`src/rtl/virt_cap_regs.vh`:
```
`ifndef VIRT_CAP_REGS_VH
`define VIRT_CAP_REGS_VH

// register indexes; byte address is four times the index
`define IDX_MISC 14'h0485
`define IDX_CR0_F0 14'h0486
`define IDX_CR0_F1 14'h0487
`define IDX_CR4_F0 14'h0488
`define IDX_CR4_F1 14'h0489
`define IDX_ENUM 14'h048a
`define IDX_EPT 14'h048c
// upper 32 bits of each register sit this many words higher
`define IDX_HIGH 14'h0400
// local control and status words
`define IDX_CR0_CAND 14'h04a0
`define IDX_CR4_CAND 14'h04a1
`define IDX_CTRL 14'h04a2
`define IDX_STATUS 14'h04a3
`define IDX_CR0_OUT 14'h04a4
`define IDX_CR4_OUT 14'h04a5
`define IDX_TIMER 14'h04a6
`define IDX_PROBE 14'h04a7
`define IDX_TRACE 14'h04a8

// control word fields
`define CTRL_VIRT 0
`define CTRL_ACT_LO 1
`define CTRL_ACT_HI 2
`define CTRL_SMI_HOLD 3
// status word fields
`define ST_ENTRY_FAIL 0
`define ST_TIMER_RUN 1
`define ST_TIMER_EXP 2
`define ST_GP_FAULT 3
`define ST_SMI_BLOCK 4
`define ST_PROBE_OK 5
`define ST_PROBE_WR 6

// implementation capability values
`define PREEMPT_RATE 5'h05
`define CAP_UNRESTRICTED 1'b1
`define CAP_LMA_STORE 1'b0
`define ACT_STATES 3'h7
`define CAP_TRACE 1'b0
`define CAP_SMBASE_READ 1'b1
`define CR3_TARGETS 8'h04
`define MSR_LIST_N 3'h0
`define CAP_SMI_HOLD 1'b1
`define CAP_WRITE_ANY 1'b0
`define CAP_ZERO_LEN_INJ 1'b1
// arbitrary revision value
`define MONITOR_SEGMENT_REV 32'h0000_0001
`define CR0_FIXED0 64'h0000_0000_0000_0001
`define CR0_FIXED1 64'h0000_0000_0000_ffff
`define CR4_FIXED0 64'h0000_0000_0000_0010
`define CR4_FIXED1 64'h0000_0000_0000_00ff
`define ENUM_MAX_IDX 9'h010
`define CAP_SECONDARY 1'b1
`define CAP_EPT 1'b1
`define CAP_VIRTUAL_PROCESSOR_TAG 1'b1
// raw page-table/tag capabilities, masked to defined bits
`define EPT_CAP_RAW 64'h0000_0f01_0673_4141
`define EPT_CAP_MASK 64'h0000_0f01_06f3_4141
// field type code for exit-information fields
`define FIELD_TYPE_EXIT 2'h1

`endif

```
`src/rtl/virt_capability_registers.v`:
```
// How it works
// misc bits 4:0 pick which timestamp bit toggling steps the timer down.
// bit 5 set whenever unrestricted guest is supported; exits copy long mode.
// bits 8:6 list halt, shutdown and startup-wait activity states.
// entry to an unsupported activity state fails; active always allowed.
// bit 14 trace permission; entry clears trace enable, writes fault.
// bit 15 allows system-mgmt base reads in system-mgmt mode.
// bits 24:16 give target count; bit 24 set exactly when 23:16 zero.
// software keeps each model-register list within 512 times N+1.
// bit 28 lets monitor hold bit be set; leaving unblocks unless held.
// bit 29 clear forbids field writes to exit-information fields.
// bit 30 reports zero-length software injection acceptance.
// misc 63:32 revision id; bits 13:9 and 31 read zero.
// in operation fixed-zero ones force one, fixed-one zeros force zero.
// every fixed-zero one bit also reads one in fixed-one register.
// field encoding: width 14:13, type 11:10, index 9:1, access bit 0.
// enumeration returns highest index in 9:1, all else zero.
// page-table caps: execute-only, walk four, uncacheable, write-back.
// bits 16 and 17 allow 2-Mbyte and 1-Gbyte large entries.
// bits 20, 25, 26 report guest-table invalidate and its types.
// bits 21, 22, 23 report dirty flags, exit info, shadow stack.
// bit 32 and bits 43:40 report tag invalidate and its types.
// page-table register reads only with secondary and either feature.
// capability registers are constants; writes leave them unchanged.
`timescale 1ns/100ps
`default_nettype none
`include "virt_cap_regs.vh"

module virt_capability_registers (
   input wire REF_CLK,
   input wire RESETN,
   input wire HSEL,
   input wire [31:0] HADDR,
   input wire [1:0] HTRANS,
   input wire HWRITE,
   input wire [2:0] HSIZE,
   input wire [31:0] HWDATA,
   input wire HREADY,
   output reg [31:0] HRDATA,
   output reg HREADYOUT,
   output reg HRESP,
   output reg VIRT_OP,
   output reg ENTRY_FAIL,
   output reg TIMER_EXPIRED
);

   // bus phase tracking
   wire accept;
   reg wr_pend;
   reg rd_pend;
   reg [13:0] wr_word;
   reg [13:0] rd_word;

   // local state
   reg [31:0] cr0_cand;
   reg [31:0] cr4_cand;
   reg [1:0] act_state;
   reg smi_hold;
   reg smi_blocked;
   reg trace_en;
   reg gp_fault;
   reg [31:0] timestamp_counter;
   reg [31:0] timer;
   reg [31:0] probe;

   // constant capability words
   wire [63:0] misc;
   wire [63:0] cr0_f0;
   wire [63:0] cr0_f1;
   wire [63:0] cr4_f0;
   wire [63:0] cr4_f1;
   wire [63:0] enum_reg;
   wire [63:0] ept_cap;
   wire [8:0] cr3_field;
   wire ept_exists;
   wire [4:0] rate_field;
   wire lma_field;
   wire [2:0] act_field;
   wire trace_field;
   wire smbase_field;
   wire [2:0] list_field;
   wire hold_field;
   wire write_any_field;
   wire zero_len_field;
   wire [31:0] rev_field;
   wire [2:0] act_states;

   // derived logic
   wire [31:0] cr0_out;
   wire [31:0] cr4_out;
   wire [31:0] tsc_next;
   wire tsc_toggle;
   wire timer_step;
   wire timer_zero_hit;
   wire probe_ok;
   wire probe_wr;
   wire wr_ctrl;
   wire wr_status;
   wire [31:0] status;
   reg next_entry_fail;
   reg [31:0] next_rdata;

   assign accept = HSEL & HTRANS[1] & HREADY;

   // count 0 is not encodable; 8'h00 reports 256 targets
   assign cr3_field = {(`CR3_TARGETS == 8'h00), `CR3_TARGETS};

   // one wire per field so the packing below reads like the map
   assign rate_field = `PREEMPT_RATE;
   assign lma_field = `CAP_LMA_STORE | `CAP_UNRESTRICTED;
   assign act_field = `ACT_STATES;
   assign trace_field = `CAP_TRACE;
   assign smbase_field = `CAP_SMBASE_READ;
   assign list_field = `MSR_LIST_N;
   assign hold_field = `CAP_SMI_HOLD;
   assign write_any_field = `CAP_WRITE_ANY;
   assign zero_len_field = `CAP_ZERO_LEN_INJ;
   assign rev_field = `MONITOR_SEGMENT_REV;
   assign act_states = act_field;

   assign misc = {
      rev_field,
      1'b0,
      zero_len_field,
      write_any_field,
      hold_field,
      list_field,
      cr3_field,
      smbase_field,
      trace_field,
      5'h00,
      act_field,
      lma_field,
      rate_field
   };

   // a fixed-zero bit not allowed by fixed-one is dropped so both agree
   assign cr0_f1 = `CR0_FIXED1;
   assign cr4_f1 = `CR4_FIXED1;
   assign cr0_f0 = `CR0_FIXED0 & `CR0_FIXED1;
   assign cr4_f0 = `CR4_FIXED0 & `CR4_FIXED1;

   assign enum_reg = {54'h0, `ENUM_MAX_IDX, 1'b0};

   assign ept_exists = `CAP_SECONDARY & (`CAP_EPT | `CAP_VIRTUAL_PROCESSOR_TAG);
   // reserved bits cut by the mask, bits 0,6,8,14 and the large pages

   assign ept_cap = ept_exists ? (`EPT_CAP_RAW & `EPT_CAP_MASK) : 64'h0;

   // one slice per control register bit; fixed bits win in operation
   genvar b;
   generate
      for (b = 0; b < 32; b = b + 1) begin : g_force
         assign cr0_out[b] = VIRT_OP ?
            ((cr0_cand[b] | cr0_f0[b]) & cr0_f1[b]) : cr0_cand[b];
         assign cr4_out[b] = VIRT_OP ?
            ((cr4_cand[b] | cr4_f0[b]) & cr4_f1[b]) : cr4_cand[b];
      end
   endgenerate

   // timer steps when the chosen counter bit flips on increment
   assign tsc_next = timestamp_counter + 32'h0000_0001;
   assign tsc_toggle = (tsc_next[`PREEMPT_RATE] != timestamp_counter[`PREEMPT_RATE]);
   assign timer_step = VIRT_OP & (timer != 32'h0) & tsc_toggle;
   assign timer_zero_hit = timer_step & (timer == 32'h0000_0001);

   // field encoding probe
   assign probe_ok = (probe[31:15] == 17'h0) & ~probe[12] &
      (probe[9:1] <= `ENUM_MAX_IDX);
   assign probe_wr = probe_ok &
      (`CAP_WRITE_ANY | (probe[11:10] != `FIELD_TYPE_EXIT));

   assign wr_ctrl = wr_pend & (wr_word == `IDX_CTRL);
   assign wr_status = wr_pend & (wr_word == `IDX_STATUS);

   assign status = {25'h0, probe_wr, probe_ok, smi_blocked, gp_fault,
      TIMER_EXPIRED, timer != 32'h0, ENTRY_FAIL};

   // unsupported activity state makes entry fail
   always @* begin
      case (act_state)
         2'h0: next_entry_fail = 1'b0;
         2'h1: next_entry_fail = ~act_states[0];
         2'h2: next_entry_fail = ~act_states[1];
         2'h3: next_entry_fail = ~act_states[2];
         default: next_entry_fail = 1'b1;
      endcase
   end

   // capability words ignore writes: only local words are decoded
   always @* begin
      case (rd_word)
         `IDX_MISC: next_rdata = misc[31:0];
         `IDX_MISC + `IDX_HIGH: next_rdata = misc[63:32];
         `IDX_CR0_F0: next_rdata = cr0_f0[31:0];
         `IDX_CR0_F0 + `IDX_HIGH: next_rdata = cr0_f0[63:32];
         `IDX_CR0_F1: next_rdata = cr0_f1[31:0];
         `IDX_CR0_F1 + `IDX_HIGH: next_rdata = cr0_f1[63:32];
         `IDX_CR4_F0: next_rdata = cr4_f0[31:0];
         `IDX_CR4_F0 + `IDX_HIGH: next_rdata = cr4_f0[63:32];
         `IDX_CR4_F1: next_rdata = cr4_f1[31:0];
         `IDX_CR4_F1 + `IDX_HIGH: next_rdata = cr4_f1[63:32];
         `IDX_ENUM: next_rdata = enum_reg[31:0];
         `IDX_ENUM + `IDX_HIGH: next_rdata = enum_reg[63:32];
         `IDX_EPT: next_rdata = ept_cap[31:0];
         `IDX_EPT + `IDX_HIGH: next_rdata = ept_cap[63:32];
         `IDX_CR0_CAND: next_rdata = cr0_cand;
         `IDX_CR4_CAND: next_rdata = cr4_cand;
         `IDX_CTRL: next_rdata = {28'h0, smi_hold, act_state, VIRT_OP};
         `IDX_STATUS: next_rdata = status;
         `IDX_CR0_OUT: next_rdata = cr0_out;
         `IDX_CR4_OUT: next_rdata = cr4_out;
         `IDX_TIMER: next_rdata = timer;
         `IDX_PROBE: next_rdata = probe;
         `IDX_TRACE: next_rdata = {31'h0, trace_en};
         default: next_rdata = 32'h0;
      endcase
   end

   // bus slave: writes zero wait, reads take one wait state so a
   // write in its data phase is visible to the read right behind it
   always @(posedge REF_CLK or negedge RESETN) begin
      if (!RESETN) begin
         wr_pend <= 1'b0;
         rd_pend <= 1'b0;
         HREADYOUT <= 1'b1;
         HRESP <= 1'b0;
      end else begin
         wr_pend <= accept & HWRITE;
         rd_pend <= accept & ~HWRITE;
         HREADYOUT <= ~(accept & ~HWRITE);
         HRESP <= 1'b0;
      end
   end

   // word index held through the data phase
   always @(posedge REF_CLK or negedge RESETN) begin
      if (!RESETN) begin
         wr_word <= 14'h0;
         rd_word <= 14'h0;
      end else begin
         if (accept) begin
            wr_word <= HADDR[15:2];
            rd_word <= HADDR[15:2];
         end
      end
   end

   // read data holds until the next read completes
   always @(posedge REF_CLK or negedge RESETN) begin
      if (!RESETN) begin
         HRDATA <= 32'h0;
      end else begin
         if (rd_pend) begin
            HRDATA <= next_rdata;
         end
      end
   end

   // candidate control registers and probe
   always @(posedge REF_CLK or negedge RESETN) begin
      if (!RESETN) begin
         cr0_cand <= 32'h0;
         cr4_cand <= 32'h0;
         probe <= 32'h0;
         act_state <= 2'h0;
         smi_hold <= 1'b0;
      end else begin
         if (wr_pend & (wr_word == `IDX_CR0_CAND)) begin
            cr0_cand <= HWDATA;
         end
         if (wr_pend & (wr_word == `IDX_CR4_CAND)) begin
            cr4_cand <= HWDATA;
         end
         if (wr_pend & (wr_word == `IDX_PROBE)) begin
            probe <= HWDATA;
         end
         if (wr_ctrl) begin
            act_state <= HWDATA[`CTRL_ACT_HI:`CTRL_ACT_LO];
            smi_hold <= HWDATA[`CTRL_SMI_HOLD] & `CAP_SMI_HOLD;
         end
      end
   end

   // entry check result lags the state by one edge
   always @(posedge REF_CLK or negedge RESETN) begin
      if (!RESETN) begin
         ENTRY_FAIL <= 1'b0;
      end else begin
         ENTRY_FAIL <= VIRT_OP & next_entry_fail;
      end
   end

   // operation state
   always @(posedge REF_CLK or negedge RESETN) begin
      if (!RESETN) begin
         VIRT_OP <= 1'b0;
      end else begin
         if (wr_ctrl) begin
            VIRT_OP <= HWDATA[`CTRL_VIRT];
         end
      end
   end

   // entering clears trace when tracing is not allowed
   always @(posedge REF_CLK or negedge RESETN) begin
      if (!RESETN) begin
         trace_en <= 1'b0;
      end else begin
         if (wr_ctrl & ~VIRT_OP & HWDATA[`CTRL_VIRT] & ~`CAP_TRACE) begin
            trace_en <= 1'b0;
         end else if (wr_pend & (wr_word == `IDX_TRACE) &
               ~(VIRT_OP & ~`CAP_TRACE)) begin
            trace_en <= HWDATA[0];
         end
      end
   end

   // fault is sticky; a new fault wins over its clear
   always @(posedge REF_CLK or negedge RESETN) begin
      if (!RESETN) begin
         gp_fault <= 1'b0;
      end else begin
         if (wr_pend & (wr_word == `IDX_TRACE) & VIRT_OP & ~`CAP_TRACE) begin
            gp_fault <= 1'b1;
         end else if (wr_status & HWDATA[`ST_GP_FAULT]) begin
            gp_fault <= 1'b0;
         end
      end
   end

   // interrupts stay blocked after leaving while the hold bit is set
   always @(posedge REF_CLK or negedge RESETN) begin
      if (!RESETN) begin
         smi_blocked <= 1'b0;
      end else begin
         if (wr_ctrl & ~VIRT_OP & HWDATA[`CTRL_VIRT]) begin
            smi_blocked <= 1'b1;
         end else if (wr_ctrl & VIRT_OP & ~HWDATA[`CTRL_VIRT] &
               ~smi_hold) begin
            smi_blocked <= 1'b0;
         end
      end
   end

   // preemption timer; only free-running counter bits feed it
   always @(posedge REF_CLK or negedge RESETN) begin
      if (!RESETN) begin
         timestamp_counter <= 32'h0;
      end else begin
         timestamp_counter <= tsc_next;
      end
   end

   // a software load wins over a step in the same cycle
   always @(posedge REF_CLK or negedge RESETN) begin
      if (!RESETN) begin
         timer <= 32'h0;
      end else begin
         if (wr_pend & (wr_word == `IDX_TIMER)) begin
            timer <= HWDATA;
         end else if (timer_step) begin
            timer <= timer - 32'h0000_0001;
         end
      end
   end

   // sticky expiry; the set wins over a clear in the same cycle
   always @(posedge REF_CLK or negedge RESETN) begin
      if (!RESETN) begin
         TIMER_EXPIRED <= 1'b0;
      end else begin
         if (timer_zero_hit) begin
            TIMER_EXPIRED <= 1'b1;
         end else if (wr_status & HWDATA[`ST_TIMER_EXP]) begin
            TIMER_EXPIRED <= 1'b0;
         end
      end
   end

endmodule // virt_capability_registers
`default_nettype wire
```
`config.mk`:
```
export PLATFORM = sky130hd
export DESIGN_NAME = virt_capability_registers
export DESIGN_NICKNAME = d
export VERILOG_FILES = /design/src/rtl/virt_capability_registers.v
export VERILOG_INCLUDE_DIRS = /design/src /design/src/rtl
export SDC_FILE = /design/constraint.sdc
export NUM_CORES = 1
export LEC_CHECK = 0
export ABC_CLOCK_PERIOD_IN_PS = 7100
export BUFFER_PORTS_ARGS = -buffer_cell sky130_fd_sc_hd__buf_2
export CORE_ASPECT_RATIO = 1.25
export CORE_MARGIN = 8
export CORE_UTILIZATION = 40
export CTS_BUF_LIST = sky130_fd_sc_hd__clkbuf_16
export DETAILED_ROUTE_END_ITERATION = 7
export SLEW_MARGIN = 25
export SYNTH_ARGS = -nofsm -noshare
export SYNTH_HDL_FRONTEND = slang
export SYNTH_SLANG_ARGS = --single-unit
```
`constraint.sdc`:
```
create_clock -name REF_CLK -period 7.1 [get_ports REF_CLK]
set_input_delay 0.71 -clock REF_CLK [delete_from_list [all_inputs] [get_ports REF_CLK]]
set_output_delay 0.71 -clock REF_CLK [all_outputs]
set_load 0.005 [all_outputs]
```
==> impl_metrics.toml <==
[power]
switching_share_pct = 26.82
p_int_mw = 1.862
pwr-share-comb_pct = 12.6
p_leak_nw = 4.291
cellPowerDensity_mw_per_mm2 = 243.2
clockPowerShare_pct = 38.5
p_sw_mw = 0.6825
ir_drop_mv = 0.1667
seqPwrFrac_pct = 48.8

[global_route]
grt_overflow = 0
grt_use_total_pct = 19.04
grt_first_pass_wirelength_mm = 41.29
grt_pass1_vias = 7316
antenna_found_initial = 0
grt_start_max_net_pins = 115

[cells_and_area]
fin_cells = 1208
layout_common_cells = "dfrtp_1, mux2_2, nor2_1, buf_2, a21oi_1"
synthToLayoutAreaGrowth_pct = 14.39
antennaDiodeCount = 0
layout_commonest_cell = "dfrtp_1"
drive_gt1_share_pct = 28.04
postLayoutCoreUtil_pct = 46.04
fin_nets = 985

[placed_design]
portBuffers = 86
dp_slack_ns = 3.930
gp_congestion = 0.8698
dp_cells = 1176
hpwl_mm = 17.61

[sta]
setup_violations = 0
period_minus_slack_ns = 3.236
hold_slack_ns = 0.1711
max_slew.worst_pin.slew_ns = 1.069
finalHoldViolCount = 0
clock.fmax_ghz = 0.3090
slew_viol_final = 0
grt_setup_unrepaired = "no"
timing.slew.headroom_pct = 28.46
fin_skew_ns = 0.008132
setup_tns_ns = 0
post-route-period-util_pct = 45.57
fin_ws_ns = 3.864

[logic_synthesis]
syn_avg_cell_area_um2 = 10.92
ys_top_cells_by_area = "dfrtp_1, mux2_2, nor2_1"
syn_inst = 838
ys_seq_area_share_pct = 51.98
netlist.area_leader.share_pct = 51.70
synth_edf_count = 0
ys_async_sr_fraction_pct = 100.0
syn_area_mm2 = 0.009149
ys_warn_count = 0
synth_ff_type = "dfrtp_1"
synth_largest_area_cell = "dfrtp_1"
synth_seq_cells = 190
ys_types = 69

[setup_path]
r2r-start = "wr_word[5]"
reg2reg_depth = 5
arrival_ns = 3.55
cp_num_buf_inv = 1
cp_cell_sequence = "inv_1, or4_4, nor2_4, nand2_2, mux2_2"
regToRegSetupSlack_ns = 3.86
crit_type = "reg2reg"
critPathMaxFanout = 33
cpLargestDelayFamily = "simple AND/OR/NAND/NOR gates"
r2r-end = "cr0_cand[7]"
start_kind = "flip-flop"
cp_slowest_cell = "or4_4"
endpoint_kind = "flip-flop"
cp.required_ns = 7.41
critical_path.max_stage_delay_ns = 0.79

[flow_run]
cap_violations = 0

[die]
num_rows = 62
io_pins = 111
dieWidth_um = 151.3
die_h_um = 185.1
start_util_pct = 40.25
coreArea_mm2 = 0.02273
die-area_mm2 = 0.02800

[min_path]
min_path_type = "in2async"

[cts]
cts_num_sinks = 190
cts_root_buf = "clkbuf_16"
hold_buffers = 0
htreeDepth = 4
cts_buffers = 17
clk_latency_ns = 0.43
post-cts-setup-buffers = 0
tritoncts = "built"
cts-resized-gates = 0
path_clk_slew_ns = 0.07
cts_buffer_depth = 2

[detailed_routing]
dr.pass1.iters = 6
vias = 7005
ant_nets = 0
routedWlPerCell_um = 21.30
routed_wl_mm = 25.73
drc = 0
viasPerCell = 5.799
drt-initial-drc-count = 581

[status]
status = "complete, no violations"
## power by group through the flow
stage | Clock, mW | Sequential, mW | Combinational, mW
floorplan | 0 | 1.24 | 0.189
global placement | 0 | 1.26 | 0.317
detailed placement | 0 | 1.26 | 0.321
CTS | 1.00 | 1.24 | 0.323
global route | 1.05 | 1.25 | 0.357
finish | 0.981 | 1.24 | 0.322
## logic make-up after synthesis
| logic type | count (synthesis) | share of synthesized area, % |
|---|---|---|
| AND/OR/NAND/NOR | 260 | 14.91 |
| flip-flops | 190 | 51.98 |
| AO/OA/AOI/OAI | 178 | 12.84 |
| multiplexers | 113 | 13.84 |
| buffers and inverters | 60 | 2.804 |
| XOR/XNOR | 32 | 3.063 |
| adder cells (fa/ha/maj) | 4 | 0.5197 |
| other | 1 | 0.04099 |
## synth_stat cells (all sizes together), types with 3 or more instances
library cell  count
nand2            50
xor2             18
a22oi            19
and3              4
nor2             88
nor3             18
nand3            20
a31oi             7
mux2i             5
mux2            108
or4               7
a41oi             5
nand4             4
nor2b             6
o22a              4
a221oi           13
or3               5
and2              5
nand4b            6
a22o              3
a32oi             5
inv              10
o31ai             3
ha                3
nor4             22
o21a              3
nand2b           12
a211oi            3
o211ai            5
o21ai            24
dfrtp           189
a222oi            6
clkbuf           30
a21oi            63
xnor2            14
or3b              3
buf              20
## cell type report
| type | instances | area [µm²] |
|---|---|---|
| fillers | 2141 | 12260 |
| clock buffers | 17 | 425.4 |
| multi-input cells | 589 | 4149 |
| repair buffers | 100 | 568.0 |
| inverters | 10 | 37.54 |
| clock inverters | 14 | 167.7 |
| well taps | 288 | 360.3 |
| flip-flops and latches | 190 | 4757 |
## worst register-to-register path, cell delays in order, from the launching register on
cell	delay, ns
dfrtp_1	0.69
inv_1	0.26
or4_4	0.79
nor2_4	0.21
nand2_2	0.61
mux2_2	0.56
## sequential cells by signal (all words and copies together), names as in the netlist
name / flops
wr_pend: 1
HRDATA: 32
timer: 32
smi_hold: 1
rd_pend: 1
wr_word: 14
cr4_cand: 32
gp_fault: 1
TIMER_EXPIRED: 1
cr0_cand: 32
timestamp_counter: 5
trace_en: 1
smi_blocked: 1
VIRT_OP: 1
probe: 32
act_state: 2
HREADYOUT: 1
## metrics by stage
stage | total power, mW | instance area, µm²
floorplan | 1.430 | 9153
detailed placement | 1.583 | 9837
CTS | 2.567 | 10430
global placement | 1.576 | 9837
global route | 2.657 | 10470
finish | 2.545 | 10470
## how the worst max path moves through the flow
stage / to / from / slack [ns] / depth (start not counted)
floorplan: timer[16] / wr_word[9] / 4.69 / 7
global placement: cr0_cand[13] / wr_word[5] / 3.94 / 5
detailed placement: cr0_cand[20] / wr_word[5] / 3.93 / 5
CTS: cr0_cand[7] / wr_word[5] / 3.91 / 5
global route: probe[23] / wr_word[5] / 3.74 / 5
finish: cr0_cand[7] / wr_word[5] / 3.86 / 5
## layer usage
| layer | track usage, % | part of all wire, % | vias to the layer above |
|---|---|---|---|
| li1 | - | - | 3208 |
| met1 | 24.30 | 42 | 3532 |
| met2 | 31.43 | 50 | 220 |
| met3 | 3.715 | 5.5 | 45 |
| met4 | 6.862 | 2.5 | 0 |
| met5 | 0 | 0 | - |
No activity file was read; power rests on OpenSTA's default activity.
